File: src/design/gts_regs_pkg.sv
// Package: register map, field layout and bus carrier types for the GTS control bank
package gts_regs_pkg;
  // Register word indices; the byte address on the bus is 4*index
  localparam logic [7:0] IDX_FIFO_ONE_CTRL  = 8'h1C;
  localparam logic [7:0] IDX_FIFO_TWO_CTRL  = 8'h1D;
  localparam logic [7:0] IDX_SLOT_END_23    = 8'h1E;
  localparam logic [7:0] IDX_SLOT_END_45    = 8'h1F;
  localparam logic [7:0] IDX_FIFO_STATUS    = 8'h30;
  // Field positions inside a FIFO control register
  localparam int RETRY_LSB = 6;
  localparam int SLOT_LSB  = 3;
  localparam int ACK_BIT   = 2;
  localparam int SEC_BIT   = 1;
  localparam int TRIG_BIT  = 0;
  // Field positions inside an end-slot register
  localparam int LOW_END_LSB  = 0;
  localparam int HIGH_END_LSB = 4;
  // Reset values
  localparam logic [7:0] CTRL_RESET    = 8'h00;
  localparam logic [7:0] SLOT_END_RESET = 8'h00;
  // Unmapped read answer
  localparam logic [31:0] UNMAPPED_DATA = 32'h0000_0000;

  // Avalon-MM request from the master
  typedef struct packed {
    logic [9:0]  address;
    logic        read;
    logic        write;
    logic [3:0]  byteenable;
    logic [31:0] writedata;
  } avmm_req_t;

  // Avalon-MM answer to the master
  typedef struct packed {
    logic [31:0] readdata;
    logic        waitrequest;
    logic [1:0]  response;
  } avmm_rsp_t;

  // Configuration of one GTS transmit FIFO towards the MAC engine
  typedef struct packed {
    logic [1:0] retry_limit;
    logic [2:0] slot_index;
    logic       ack_request;
    logic       security_enable;
  } fifo_cfg_t;

  // Word-address index of a byte address
  function automatic logic [7:0] word_index(input logic [9:0] addr);
    return addr[9:2];
  endfunction
endpackage

File: src/design/gts_tx_fifo_control_slots.sv
// GTS transmit FIFO control and end-slot register bank behind an Avalon-MM slave
// Behaviour
// [RULE1] Written retry field sets transmit retry limit
// [RULE2] Retry read returns retries of last success
// [RULE3] Slot field selects GTS slot for FIFO
// [RULE4] Ack-request bit makes MAC await acknowledgement
// [RULE5] Security-enable bit selects secured transmission
// [RULE6] Trigger starts transmit, hardware clears it
// [RULE7] Upper nibble of first register: third end
// [RULE8] Lower nibble of first register: second end
// [RULE9] Upper nibble of second register: fifth end
// [RULE10] Lower nibble of second register: fourth end
// [RULE11] First FIFO has identical control fields
// [RULE12] End-slot fields are superframe slots 0..15
//
// The Avalon-MM slave port is this design's own decision.
module gts_tx_fifo_control_slots
  import gts_regs_pkg::*;
(
  // Clock and reset
  input  wire logic                   mclk,
  input  wire logic                   sys_rst,
  // Avalon-MM slave
  input  wire gts_regs_pkg::avmm_req_t avs_req,
  output      gts_regs_pkg::avmm_rsp_t avs_rsp,
  // MAC engine side, FIFO one
  output      gts_regs_pkg::fifo_cfg_t fifo_one_cfg,
  output      logic                    fifo_one_start,
  input  wire logic                    fifo_one_done,
  input  wire logic [1:0]              fifo_one_retries_used,
  // MAC engine side, FIFO two
  output      gts_regs_pkg::fifo_cfg_t fifo_two_cfg,
  output      logic                    fifo_two_start,
  input  wire logic                    fifo_two_done,
  input  wire logic [1:0]              fifo_two_retries_used,
  // Superframe slot map
  output      logic [3:0]              second_slot_end,
  output      logic [3:0]              third_slot_end,
  output      logic [3:0]              fourth_slot_end,
  output      logic [3:0]              fifth_slot_end
);
  import gts_regs_pkg::*;

  // Control fields of both FIFOs
  logic [1:0] retry_limit_reg  [2];
  logic [1:0] retry_used_reg   [2];
  logic [2:0] slot_index_reg   [2];
  logic       ack_request_reg  [2];
  logic       sec_enable_reg   [2];
  logic       trigger_reg      [2];
  logic       start_reg        [2];
  logic [1:0] done_cnt_reg     [2];
  logic [7:0] slot_end_23_reg;
  logic [7:0] slot_end_45_reg;
  // Bus handshake state
  logic       ack_reg;
  logic        wait_reg;
  logic [31:0] rdata_reg;
  logic [1:0]  resp_reg;

  // Decoded request and MAC engine inputs
  logic [7:0] idx;
  logic       req_valid;
  logic       wr_take;
  logic       req_take;
  logic       wr_lane0;
  logic [7:0] wbyte;
  logic       done_in [2];
  logic [1:0] used_in [2];

  assign idx       = word_index(avs_req.address);
  assign req_valid = avs_req.read | avs_req.write;
  // A write commits only in the cycle waitrequest is low, so the register
  // changes at the very edge the master sees the transfer accepted
  assign wr_take   = avs_req.write & ack_reg;
  assign req_take  = req_valid & ~ack_reg;
  assign wr_lane0  = wr_take & avs_req.byteenable[0];
  assign wbyte     = avs_req.writedata[7:0];
  assign done_in[0] = fifo_one_done;
  assign done_in[1] = fifo_two_done;
  assign used_in[0] = fifo_one_retries_used;
  assign used_in[1] = fifo_two_retries_used;

  // Read image of a FIFO control register; the trigger bit is write-only
  function automatic logic [7:0] ctrl_image(input logic [1:0] used, input logic [2:0] slot,
                                            input logic ack, input logic sec);
    logic [7:0] v;
    v = 8'h00;
    v[RETRY_LSB +: 2] = used;                         // [RULE2]
    v[SLOT_LSB +: 3]  = slot;
    v[ACK_BIT]        = ack;
    v[SEC_BIT]        = sec;
    return v;
  endfunction

  // Bus answers one cycle after the request: waitrequest high in the first cycle
  always_ff @(posedge mclk)
  begin
    if (sys_rst)
      ack_reg <= 1'b0;
    else
      ack_reg <= req_take;
  end

  // Registered waitrequest, the inverse of ack, so the pin leaves a flip-flop
  always_ff @(posedge mclk)
  begin
    if (sys_rst)
      wait_reg <= 1'b1;
    else
      wait_reg <= ~req_take;
  end

  // Read data capture, with slave error on unmapped addresses
  always_ff @(posedge mclk)
  begin
    if (sys_rst)
    begin
      rdata_reg <= UNMAPPED_DATA;
      resp_reg  <= 2'h0;
    end
    else if (req_take)
    begin
      resp_reg  <= 2'h0;
      rdata_reg <= UNMAPPED_DATA;
      if (idx == IDX_FIFO_ONE_CTRL)
        rdata_reg[7:0] <= ctrl_image(retry_used_reg[0], slot_index_reg[0],
                                     ack_request_reg[0], sec_enable_reg[0]);     // [RULE11]
      else if (idx == IDX_FIFO_TWO_CTRL)
        rdata_reg[7:0] <= ctrl_image(retry_used_reg[1], slot_index_reg[1],
                                     ack_request_reg[1], sec_enable_reg[1]);
      else if (idx == IDX_SLOT_END_23)
        rdata_reg[7:0] <= slot_end_23_reg;
      else if (idx == IDX_SLOT_END_45)
        rdata_reg[7:0] <= slot_end_45_reg;
      else if (idx == IDX_FIFO_STATUS)
        rdata_reg[1:0] <= {trigger_reg[1], trigger_reg[0]};
      else
        resp_reg <= 2'h2;                                  // SLVERR for unmapped
    end
  end

  // Control registers of both FIFOs; same layout for each
  for (genvar f = 0; f < 2; f++)
  begin : g_fifo
    localparam logic [7:0] MY_IDX = (f == 0) ? IDX_FIFO_ONE_CTRL : IDX_FIFO_TWO_CTRL;
    logic hit;
    assign hit = wr_lane0 && (idx == MY_IDX);

    // Static configuration fields
    always_ff @(posedge mclk)
    begin
      if (sys_rst)
      begin
        retry_limit_reg[f] <= CTRL_RESET[RETRY_LSB +: 2];
        slot_index_reg[f]  <= CTRL_RESET[SLOT_LSB +: 3];
        ack_request_reg[f] <= CTRL_RESET[ACK_BIT];
        sec_enable_reg[f]  <= CTRL_RESET[SEC_BIT];
      end
      else if (hit)
      begin
        retry_limit_reg[f] <= wbyte[RETRY_LSB +: 2];      // [RULE1]
        slot_index_reg[f]  <= wbyte[SLOT_LSB +: 3];       // [RULE3]
        ack_request_reg[f] <= wbyte[ACK_BIT];             // [RULE4]
        sec_enable_reg[f]  <= wbyte[SEC_BIT];             // [RULE5]
      end
    end

    // Retry count of the last good frame; written value is not kept here
    always_ff @(posedge mclk)
    begin
      if (sys_rst)
        retry_used_reg[f] <= 2'h0;
      else if (done_in[f])
        retry_used_reg[f] <= used_in[f];                  // [RULE2]
    end

    // Trigger: pulse to the MAC, then cleared the cycle after the start pulse; a new trigger wins over the clear
    always_ff @(posedge mclk)
    begin
      if (sys_rst)
      begin
        trigger_reg[f] <= 1'b0;
        start_reg[f]   <= 1'b0;
      end
      else
      begin
        start_reg[f] <= hit & wbyte[TRIG_BIT];            // [RULE6]
        if (hit & wbyte[TRIG_BIT])
          trigger_reg[f] <= 1'b1;
        else if (start_reg[f])
          trigger_reg[f] <= 1'b0;                         // [RULE6]
      end
    end

    // Helper count of completed frames, for coverage only
    always_ff @(posedge mclk)
    begin
      if (sys_rst)
        done_cnt_reg[f] <= 2'h0;
      else if (done_in[f])
        done_cnt_reg[f] <= done_cnt_reg[f] + 2'h1;
    end
  end

  // End-slot registers; each nibble is a superframe slot 0..15
  always_ff @(posedge mclk)
  begin
    if (sys_rst)
    begin
      slot_end_23_reg <= SLOT_END_RESET;
      slot_end_45_reg <= SLOT_END_RESET;
    end
    else if (wr_lane0)
    begin
      if (idx == IDX_SLOT_END_23)
        slot_end_23_reg <= wbyte;                         // [RULE7] [RULE8] [RULE12]
      else if (idx == IDX_SLOT_END_45)
        slot_end_45_reg <= wbyte;                         // [RULE9] [RULE10] [RULE12]
    end
  end

  // Outputs straight from flip-flops
  always_comb
  begin
    avs_rsp.readdata    = rdata_reg;
    avs_rsp.waitrequest = wait_reg;
    avs_rsp.response    = resp_reg;
  end
  assign fifo_one_cfg    = '{retry_limit_reg[0], slot_index_reg[0],
                             ack_request_reg[0], sec_enable_reg[0]};
  assign fifo_two_cfg    = '{retry_limit_reg[1], slot_index_reg[1],
                             ack_request_reg[1], sec_enable_reg[1]};
  assign fifo_one_start  = start_reg[0];
  assign fifo_two_start  = start_reg[1];
  assign second_slot_end = slot_end_23_reg[LOW_END_LSB +: 4];
  assign third_slot_end  = slot_end_23_reg[HIGH_END_LSB +: 4];
  assign fourth_slot_end = slot_end_45_reg[LOW_END_LSB +: 4];
  assign fifth_slot_end  = slot_end_45_reg[HIGH_END_LSB +: 4];

  // Assertions: trigger and start pulse of FIFO two
  a_trig_start_pulse: assert property (@(posedge mclk) disable iff (sys_rst) // [RULE6]
    (g_fifo[1].hit && wbyte[TRIG_BIT]) |=> fifo_two_start ##1 !fifo_two_start)
    else $error("trigger write did not give one start pulse");
  a_trig_self_clear: assert property (@(posedge mclk) disable iff (sys_rst) // [RULE6]
    fifo_two_start && !(g_fifo[1].hit && wbyte[TRIG_BIT]) |=> !trigger_reg[1])
    else $error("trigger bit not cleared by hardware");
  a_trig_pending: assert property (@(posedge mclk) disable iff (sys_rst) // [RULE6]
    (g_fifo[1].hit && wbyte[TRIG_BIT]) |=> trigger_reg[1])
    else $error("trigger write not recorded as pending");

  // Assertions: configuration fields of FIFO two
  a_retry_limit_write: assert property (@(posedge mclk) disable iff (sys_rst) // [RULE1]
    g_fifo[1].hit |=> fifo_two_cfg.retry_limit == $past(wbyte[7:6]))
    else $error("retry limit not written");
  a_cfg_hold: assert property (@(posedge mclk) disable iff (sys_rst) // [RULE1]
    !g_fifo[1].hit |=> $stable(fifo_two_cfg))
    else $error("configuration changed without an accepted write");
  a_retry_read_used: assert property (@(posedge mclk) disable iff (sys_rst) // [RULE2]
    fifo_two_done |=> retry_used_reg[1] == $past(fifo_two_retries_used))
    else $error("retry read not from last success");
  a_slot_index_write: assert property (@(posedge mclk) disable iff (sys_rst) // [RULE3]
    g_fifo[1].hit |=> fifo_two_cfg.slot_index == $past(wbyte[5:3]))
    else $error("slot index not written");
  a_ack_sec_write: assert property (@(posedge mclk) disable iff (sys_rst) // [RULE4]
    g_fifo[1].hit |=> fifo_two_cfg.ack_request == $past(wbyte[2])
      && fifo_two_cfg.security_enable == $past(wbyte[1]))
    else $error("ack or security bit not written");
  a_sec_write: assert property (@(posedge mclk) disable iff (sys_rst) // [RULE5]
    g_fifo[1].hit |=> fifo_two_cfg.security_enable == $past(wbyte[1]))
    else $error("security bit not written");

  // Assertions: FIFO one mirrors FIFO two
  a_fifo_one_same: assert property (@(posedge mclk) disable iff (sys_rst) // [RULE11]
    g_fifo[0].hit |=> fifo_one_cfg.slot_index == $past(wbyte[5:3]))
    else $error("first FIFO slot not written");
  a_fifo_one_start: assert property (@(posedge mclk) disable iff (sys_rst) // [RULE11]
    (g_fifo[0].hit && wbyte[TRIG_BIT]) |=> fifo_one_start ##1 !fifo_one_start)
    else $error("first FIFO trigger did not give one start pulse");
  a_fifo_one_retry: assert property (@(posedge mclk) disable iff (sys_rst) // [RULE11]
    fifo_one_done |=> retry_used_reg[0] == $past(fifo_one_retries_used))
    else $error("first FIFO retry read not from last success");

  // Assertions: end-slot registers
  a_slot_end_23: assert property (@(posedge mclk) disable iff (sys_rst) // [RULE7] [RULE8]
    (wr_lane0 && idx == IDX_SLOT_END_23) |=> {third_slot_end, second_slot_end}
      == $past(wbyte))
    else $error("end slots two and three wrong");
  a_slot_end_45: assert property (@(posedge mclk) disable iff (sys_rst) // [RULE9] [RULE10]
    (wr_lane0 && idx == IDX_SLOT_END_45) |=> {fifth_slot_end, fourth_slot_end}
      == $past(wbyte))
    else $error("end slots four and five wrong");
  a_slot_end_hold: assert property (@(posedge mclk) disable iff (sys_rst) // [RULE12]
    !wr_lane0 |=> $stable(slot_end_23_reg) && $stable(slot_end_45_reg))
    else $error("end slot changed without an accepted write");

  // Assertions: bus handshake
  a_bus_one_wait: assert property (@(posedge mclk) disable iff (sys_rst)
    $rose(req_valid) |-> avs_rsp.waitrequest ##1 !avs_rsp.waitrequest)
    else $error("bus answer not after one wait cycle");
  a_read_upper_zero: assert property (@(posedge mclk) disable iff (sys_rst)
    !avs_rsp.waitrequest |-> avs_rsp.readdata[31:8] == 24'h0)
    else $error("read data upper bits not zero");

  // Cover main scenarios
  c_trigger_two: cover property (@(posedge mclk) disable iff (sys_rst) fifo_two_start);
  c_trigger_one: cover property (@(posedge mclk) disable iff (sys_rst) fifo_one_start);
  c_done_two: cover property (@(posedge mclk) disable iff (sys_rst) done_cnt_reg[1] == 2'h2);
  c_unmapped: cover property (@(posedge mclk) disable iff (sys_rst) resp_reg == 2'h2);
  c_retry_seen: cover property (@(posedge mclk) disable iff (sys_rst) retry_used_reg[1] != 2'h0);
endmodule

File: config.mk
export PLATFORM = sky130hd
export DESIGN_NAME = gts_tx_fifo_control_slots
export DESIGN_NICKNAME = d
export VERILOG_FILES = /design/src/design/gts_regs_pkg.sv /design/src/design/gts_tx_fifo_control_slots.sv
export SDC_FILE = /design/constraint.sdc
export NUM_CORES = 1
export LEC_CHECK = 0
export ABC_AREA = 1
export BUFFER_PORTS_ARGS = -buffer_cell sky130_fd_sc_hd__buf_2
export CORE_MARGIN = 4
export CORE_UTILIZATION = 35
export CTS_CLUSTER_SIZE = 10
export DETAILED_ROUTE_END_ITERATION = 8
export GPL_ROUTABILITY_DRIVEN = 0
export HOLD_SLACK_MARGIN = 0.08
export PLACE_DENSITY = 0.75
export SLEW_MARGIN = 10
export SYNTH_ARGS = -nofsm -noshare
export SYNTH_HDL_FRONTEND = slang
export SYNTH_SLANG_ARGS = --single-unit
File: constraint.sdc
create_clock -name mclk -period 2.6 [get_ports mclk]
set_input_delay 0.52 -clock mclk [delete_from_list [all_inputs] [get_ports mclk]]
set_output_delay 0.52 -clock mclk [all_outputs]
set_load 0.03 [all_outputs]
Word-level counts from Yosys, hierarchy flattened
Memory sizes are Yosys's and may differ from the RTL's. Index checks and enable logic that the tools add are counted.

Equal/unequal tests: 5. Muxes and demuxes: 56. Bitwise logic cells: 25. Reduce and logical (&&, ||, !) cells: 4.

Operators with widths (number): $mux W1 (39); $eq A8 B5 Y1 const B (4); $mux W8 (3); $mux W2 (11); $or A1 B1 Y1 (17); $eq A8 B6 Y1 const B (1); $mux W3 (2); $mux W6 (1); $and A1 B1 Y1 (5); $not A1 Y1 (3); $reduce_and A3 Y1 (1); $logic_and A1 B1 Y1 (2); $reduce_and A2 Y1 (1).

Register bits: 28. Memory bits (writable): 22. Input bits: 56. Word-level logic and storage cells: 103. Memories: 7.

Memories: slot_index_reg (words 2, width 3, rd ports 2, clocked after Yosys merged registers in 0, write ports 2, line gts_tx_fifo_control_slots.sv:47) `logic [2:0] slot_index_reg [2];`; retry_limit_reg (words 2, width 2, rd ports 2, clocked after Yosys merged registers in 0, write ports 2, line gts_tx_fifo_control_slots.sv:45) `logic [1:0] retry_limit_reg [2];`; retry_used_reg (words 2, width 2, rd ports 2, clocked after Yosys merged registers in 0, write ports 2, line gts_tx_fifo_control_slots.sv:46) `logic [1:0] retry_used_reg [2];`; ack_request_reg (words 2, width 1, rd ports 2, clocked after Yosys merged registers in 0, write ports 2, line gts_tx_fifo_control_slots.sv:48) `logic ack_request_reg [2];`; sec_enable_reg (words 2, width 1, rd ports 2, clocked after Yosys merged registers in 0, write ports 2, line gts_tx_fifo_control_slots.sv:49) `logic sec_enable_reg [2];`; start_reg (words 2, width 1, rd ports 2, clocked after Yosys merged registers in 0, write ports 2, line gts_tx_fifo_control_slots.sv:51) `logic start_reg [2];`; 1 more memories.

Longest topological paths before layout
Gate-level depths: netlist of the first run.

Depth after elaboration: 9. Mapped depth: 9. Mapped depth without buffers: 8.

Worst setup path after synthesis of the first run
Ideal clock, no wire load.

Path kind: in2reg. Start point: input port avs_req[46] (netlist name). End point: memory ack_request_reg[0], enable pin. Arrival: 1346 ps. Data required time: 2277 ps. Path slack: 931 ps. Stages on the path: 8. Path buffers: 1. Cell sequence: inv_1 > nand2_2 > nor2_4 > nand2_2 > buf_6 > clkinv_2 > nand2_1 > nand2_1.

RTL lines: start, declared (line gts_tx_fifo_control_slots.sv:24) `input wire gts_regs_pkg::avmm_req_t avs_req,`; end, declared (line gts_tx_fifo_control_slots.sv:48).

==> results.ini, run 1 <==
[power]
pwr-share-comb_pct = 13.2
p_sw_share_pct = 28.4
power.internal_uw = 1050
p_seq_share_pct = 56.0
leakagePower_uw = 0.00147
vdd_drop_max_uv = 165
clock_power_share_pct = 30.7
p_sw_uw = 418
p_per_area_mw_per_mm2 = 507

[timing]
tns_ns = 0
hold_viol = 0
fin_crit_ns = 1.68
max_freq_mhz = 596
drv_slew = 0
rsz0062_at_grt = false
min_period_over_period_pct = 64.5
clock_skew_ns = 0.00666
finalWorstSetupSlack_ns = 0.923
final-setup-viol-count = 0
hold_ws_ns = 0.451

[routing]
post-route-drc-count = 0
drtIter0Drc = 117
vias = 2034
wl_per_cell_um = 13.4
wirelength_mm = 6.02
drt_pre_antenna_iters = 4
ant_nets = 0
viasPerCell = 4.52

[logic_synthesis]
synth.most_common_cell = inv_1
seq_area_frac_synth_pct = 46.6
avgSynthCellArea_um2 = 8.77
synth.area.top_cells = edfxtp_1 (24%), dfxtp_1 (23%), buf_4 (9.2%), inv_1 (5.8%), nand2_1 (5.2%)
synth_edf_count = 20
synthXorXnorAreaFrac_pct = 0
syn_area_mm2 = 0.00253
syn_inst = 289
synth_cell_types = 28
synth.top_cell.area_share_pct = 23.7
synth.mux.area_fraction_pct = 0
async_flop_share_pct = 0
ys_seq_elements = 49
synth_adder_area_share_pct = 0
synth_compound_area_share_pct = 11.6
synth_top_family_by_area = simple AND/OR/NAND/NOR gates
synth_common_cells = inv_1 (39), nand2_1 (35), buf_4 (31)
synthFlopType = dfxtp_1
synth_top_area_cell = edfxtp_1
synthSimpleGateAreaFrac_pct = 24.1
yosys_warnings = 0

[worst_setup_path]
ff2ff_path_depth = 4
reg2reg_slack_ns = 1.23
r2r-start = ack_reg
crit_slowest_cell = nand2_1
startpoint_type = primary input
cp_max_fo = 13
path_cells = buf_2, inv_1, nand2_2, nor2_4, nand2_2, clkinv_2, nand2_1, nand2_1
cp_slowest_stage_delay_ns = 0.29
crit_required_ns = 2.58
worstPathArrival_ns = 1.65
worstSetupPathType = in2reg
r2r_end = sec_enable_reg[1]
worst_setup_path_end_kind = register

[cells_and_area]
fin_nets = 409
fillers = 713
instances_no_fill = 450
n_antenna_cell = 0
drive_gt1_share_pct = 28.8
post-route-util_pct = 42.0
syn_to_final_growth_pct = 14.4

[floorplanning]
die_x_um = 93.1
fp.dieArea_mm2 = 0.00866
pin_count = 123
coreArea_mm2 = 0.00691
die_h_um = 93.1
num_rows = 30
initial_core_util_pct = 36.7

[worst_hold_path]
min_path_type = reg2reg
min_from = rdata_reg[2]
holdPathEnd = rdata_reg[2]
min_path_cells = 2

[cts]
cts_root_buffer = clkbuf_8
clkLatencyLatePin_ns = 0.31
clockBufferDepth = 2
cts_tree = done
holdBufCountCts = 0
cts.sinks = 49
cts_max_level = 2
cts_resized = 0
path_clk_slew_ns = 0.09
numCtsBuffers = 5
cts_setup_buffers = 0

[run_status]
outcome = finished, final reports clean

[grt]
grt_max_degree = 20
grtUsageTotal_pct = 13.8
grt_overflow_total = 0
grt_pass1_vias = 1903
grt_first_pass_wirelength_mm = 9.29
antenna_found_initial = 0

[job]
maxCapViolCount = 0

[placement]
dp_slack_ns = 0.593
place_hpwl_mm = 4.67
portBuffers = 68
dp.cells = 442

## routing by layer
metal	GRT usage, %	share of wire [%]
met1	16.9	42
met3	5.95	9.5
met4	5.01	1.3
met5	0	0
met2	21.4	47
## area by class of cell
class | instances | area (um^2) | share of cell area (%)
Clock buffer | 6 | 72.6 | 2.50
Clock inverter | 2 | 13.8 | 0.475
Inverter | 42 | 159 | 5.48
Multi-Input combinational cell | 185 | 997 | 34.4
Sequential cell | 49 | 1180 | 40.7
Tap cell | 96 | 120 | 4.14
Timing Repair Buffer | 70 | 355 | 12.3
## cell families after synthesis
logic type      Yosys count
simple gates            104
buf+inv                  79
compound gates           56
flops                    49
other cells               1
## worst max-delay path by stage
stage	endpoint	depth (start not counted)	from
2_1_floorplan	ack_request_reg[0]	8	avs_req[46]
3_3_place_gp	slot_index_reg[0][1]	8	avs_req[46]
3_5_place_dp	slot_index_reg[0][1]	8	avs_req[46]
6_report	sec_enable_reg[0]	8	avs_req[46]
4_1_cts	sec_enable_reg[0]	8	avs_req[46]
5_1_grt	sec_enable_reg[0]	8	avs_req[46]
## cell usage in the layout, fill, tap and decap left out, types with 4 or more instances in the layout
| cell | count |
|---|---|
| nor2_1 | 21 |
| buf_2 | 68 |
| o21ai_1 | 10 |
| inv_1 | 39 |
| dfxtp_1 | 29 |
| nand2_1 | 35 |
| edfxtp_1 | 20 |
| conb_1 | 25 |
| nand3_1 | 24 |
| nor2_4 | 5 |
| and3_1 | 4 |
| a21oi_1 | 17 |
| o21ai_0 | 25 |
| clkbuf_8 | 5 |
## per-stage QoR
step           power (uW)  instance area (um^2)
2_1_floorplan        1010                  2620
3_5_place_dp         1040                  2810
5_1_grt              1530                  2900
4_1_cts              1480                  2900
6_report             1470                  2900
3_3_place_gp         1030                  2810
## worst max-delay path, delay by kind of cell
kind / cells / cell delay [ns]
simple gates: 5 / 0.87
buf+inv: 3 / 0.27
## power by group through the flow
| stage | Clock [uW] | Sequential (uW) | Combinational, uW |
|---|---|---|---|
| floorplan | 0 | 855 | 159 |
| global placement | 0 | 842 | 191 |
| detailed placement | 0 | 842 | 194 |
| CTS | 459 | 825 | 195 |
| global route | 496 | 826 | 212 |
| finish | 452 | 824 | 195 |
(Power assumes the default switching activity.)
==> run 2, diff against run 1 <==
clock period = 1.6 ns   (was 2.6 ns; I/O delays follow)
==> results.ini, run 2 (synthesis gave the netlist of run 1 again) <==
[cells_and_area]
mostFrequentLayoutCell = buf_2
layout_common_cells = buf_2 (68), inv_1 (39), nand2_1 (35)
fin_nets = 417
multiInputGateArea_um2 = 997
syn_to_final_growth_pct = 17.7
drive_gt1_share_pct = 30.1
fillers = 703
regArea_mm2 = 0.00118
fin_area_mm2 = 0.00298
n_antenna_cell = 0

[worst_setup_path]
worst_setup_path_end_kind = register
r2r_end = slot_index_reg[1][1]
ff2ff_path_depth = 5
r2r-start = ack_reg
startpoint_type = register
crit_required_ns = 1.62
worstPathArrival_ns = 1.31
reg2reg_slack_ns = 0.31
cp_max_fo = 6
worstSetupPathType = reg2reg

[cts]
cts.sinks = 49
path_clk_slew_ns = 0.09
cts_tree = done
cts_root_buffer = clkbuf_8
clockBufferDepth = 2
numCtsBuffers = 5
cts_resized = 0
clkLatencyLatePin_ns = 0.30
cts_max_level = 2
holdBufCountCts = 0
cts_setup_buffers = 0

[power]
p_per_area_mw_per_mm2 = 795
power_uw = 2370
vdd_drop_max_uv = 365
leakagePower_uw = 0.00151

[worst_hold_path]
min_path_type = in2reg
min_path_cells = 3
min_from = avs_req[5]
holdPathEnd = slot_end_23_reg[5]

[floorplanning]
pin_count = 123
die_x_um = 93.1
coreArea_mm2 = 0.00691
fp.dieArea_mm2 = 0.00866
die_h_um = 93.1
num_rows = 30
initial_core_util_pct = 36.7

[timing]
hold_viol = 0
fin_crit_ns = 1.29
tns_ns = 0
final-setup-viol-count = 0
rsz0062_at_grt = false
max_freq_mhz = 775
clock_skew_ns = 0.00927
min_period_over_period_pct = 80.7
drv_slew = 0

[grt]
grt_overflow_total = 0
antenna_found_initial = 0
grt_first_pass_wirelength_mm = 9.26
grt_pass1_vias = 1969
grt_max_degree = 17
grtUsageTotal_pct = 13.7

[placement]
place_area_mm2 = 0.00290
place_hpwl_mm = 4.79
portBuffers = 68

[routing]
vias = 2030
viasPerCell = 4.43
wl_per_cell_um = 13.0
post-route-drc-count = 0
ant_nets = 0
drt_pre_antenna_iters = 4
drtIter0Drc = 93
wirelength_mm = 5.93

[job]
maxCapViolCount = 0

[run_status]
outcome = finished, final reports clean

-- run 2: power by group --
group	total [uW]	switching (uW)	internal [uW]
clock network	698	395	304
logic	333	246	86.8
registers	1340	12.5	1330
-- run 2: area by class of cell --
type	instances	area share [%]
sequential	49	39.6
multi-input combinational	185	33.4
timing repair buffer	78	14.8
inverter	42	5.33
tap	96	4.03
clock buffer	6	2.43
clock inverter	2	0.378
-- run 2: worst max path at each step --
stage                 from                   end  slack, ns  cells past startpoint
6_report           ack_reg  slot_index_reg[1][1]       0.31                      5
5_1_grt            ack_reg  slot_index_reg[1][1]       0.23                      5
4_1_cts            ack_reg  slot_index_reg[1][1]       0.30                      5
2_1_floorplan  avs_req[46]    ack_request_reg[0]       0.13                      8
3_3_place_gp   avs_req[46]    ack_request_reg[0]       0.05                      9
3_5_place_dp   avs_req[46]    ack_request_reg[0]       0.05                      9
-- run 2: worst max-delay path, cell delays in order (launching register included) --
cell and delay (ns):
dfxtp_1 0.33, inv_2 0.06, nor2_8 0.20, nand3_1 0.14, nand2_1 0.12, buf_4 0.16
-- run 2: layer usage --
| layer | GRT usage, % | vias up | routed length, um |
|---|---|---|---|
| li1 | - | 1027 | - |
| met1 | 16.9 | 932 | 2550 |
| met2 | 21.6 | 65 | 2820 |
| met3 | 6.11 | 6 | 512 |
| met4 | 3.91 | 0 | 58 |
| met5 | 0 | - | 0 |
-- run 2: through the flow --
step / worst slack, ns / hold WS (ns) / util, % / std cells
after global placement: 0.0480 / 0.435 / 42.0 / 450
final: 0.309 / 0.326 / 43.2 / 458
after detailed placement: 0.0500 / 0.438 / 42.0 / 450
after CTS: 0.300 / 0.329 / 43.2 / 458
after floorplan: 0.131 / 0.414 / - / 313
after global routing: 0.226 / 0.330 / 43.2 / 458
==> run 3, diff against run 2 <==
clock period = 1.2 ns   (was 1.6 ns; I/O delays follow)
==> results.ini, run 3 (synthesis gave the netlist of run 1 again) <==
[run_status]
outcome = finished, final reports clean

[timing]
hold_ws_ns = 0.231
rsz0062_at_grt = true
tns_ns = 0
min_period_over_period_pct = 97.4
clock_skew_ns = 0.00800
final-setup-viol-count = 0
fin_crit_ns = 1.17
drv_slew = 0
hold_viol = 0
max_freq_mhz = 855

[worst_setup_path]
path_cells = inv_4, nor2_8, buf_12, nand2_8, o21ai_2
worst_setup_path_end_kind = register
crit_slowest_cell = dfxtp_2
startpoint_type = register
cp_top_family = flip-flops
cp_slowest_stage_delay_ns = 0.35
worstSetupPathType = reg2reg
worstPathArrival_ns = 1.20
path_buf_inv = 2
cp_max_fo = 4
crit_required_ns = 1.23

[worst_hold_path]
min_path_type = in2reg

[placement]
portBuffers = 68
place_area_mm2 = 0.00306
place_hpwl_mm = 4.95

[cts]
cts_tree = done
holdBufCountCts = 0
path_clk_slew_ns = 0.09
cts.sinks = 49
cts_max_level = 2
clockBufferDepth = 2
cts_root_buffer = clkbuf_8
numCtsBuffers = 5
clkLatencyLatePin_ns = 0.30

[floorplanning]
coreArea_mm2 = 0.00691
initial_core_util_pct = 36.7
pin_count = 123
num_rows = 30
die_h_um = 93.1
die_x_um = 93.1
fp.dieArea_mm2 = 0.00866

[power]
p_per_area_mw_per_mm2 = 1060
vdd_drop_max_uv = 512
leakagePower_uw = 0.00161

[cells_and_area]
fillers = 702
post-route-util_pct = 47.2
drive_gt1_share_pct = 36.8
n_antenna_cell = 0
fin_area_mm2 = 0.00326
mostFrequentLayoutCell = buf_2
layout_common_cells = buf_2 (67), inv_1 (34), nand2_1 (31)
fin_nets = 427
syn_to_final_growth_pct = 28.7

[grt]
grt_first_pass_wirelength_mm = 9.65
grt_pass1_vias = 1988
grt_max_degree = 25
grt_overflow_total = 0
antenna_found_initial = 0
grtUsageTotal_pct = 14.3

[routing]
vias = 2121
drtIter0Drc = 152
drt_pre_antenna_iters = 5
wirelength_mm = 6.25
wl_per_cell_um = 13.3
viasPerCell = 4.53
ant_nets = 0
post-route-drc-count = 0

[job]
maxCapViolCount = 0

-- run 3: cell types whose count changed in the layout (fill, tap and decap cells not counted), sizes merged --
cell,delta
nand4,+1
clkbuf,+1
clkinv,-1
buf,+9
-- run 3: final timing paths --
| kind | start | endpoint | slack, ns | cells past startpoint |
|---|---|---|---|---|
| worst min register to register | rdata_reg[6] | rdata_reg[6] | 0.45 | 2 |
| worst min-delay path | avs_req[1] | slot_end_45_reg[1] | 0.23 | 3 |
| worst max register to register | ack_reg | trigger_reg[0] | 0.03 | 5 |
| worst max-delay path | ack_reg | trigger_reg[0] | 0.03 | 5 |
-- run 3: worst min-delay path, stage by stage --
cell,delay (ns)
buf_2,0.10
o21ai_1,0.06
a21oi_1,0.09
-- run 3: final cells by class --
type                            instances  area, um^2  area share, %
Tap cell                               96         120           3.68
Clock buffer                            7         108           3.30
Inverter                               42         193           5.91
Multi-Input combinational cell        186        1100           33.7
Timing Repair Buffer                   87         552           16.9
Sequential cell                        49        1180           36.2
Clock inverter                          1        7.51          0.230
-- run 3: what timing repair did --
item	4_1_cts	5_1_grt
gates resized for setup	0	22
cloned	0	1
pin swaps	1	4
setup endpoints to repair	17	44
setup buffers	0	3
-- run 3: through the flow --
step                      setup slack (ns)  instances  power [uW]
after CTS                         0.000347        464        3460
after global routing               -0.0265        468        3580
after global placement              -0.202        456        2300
after detailed placement            -0.251        456        2320
final                               0.0309        468        3460
after floorplan                    0.00147        313        2220
-- run 3: power by group --
part	internal [uW]	switching, uW	leakage [uW]
combinational	156	363	0.00111
clock	594	556	0.0000556
sequential	1770	19.8	0.000443
total	2520	939	0.00161
-- run 3: layer usage --
metal / share of wire (%) / global-route usage [%]
met1: 40 / 17.2
met5: 0 / 0
met3: 9.3 / 4.75
met2: 49 / 23.9
met4: 1.9 / 4.88
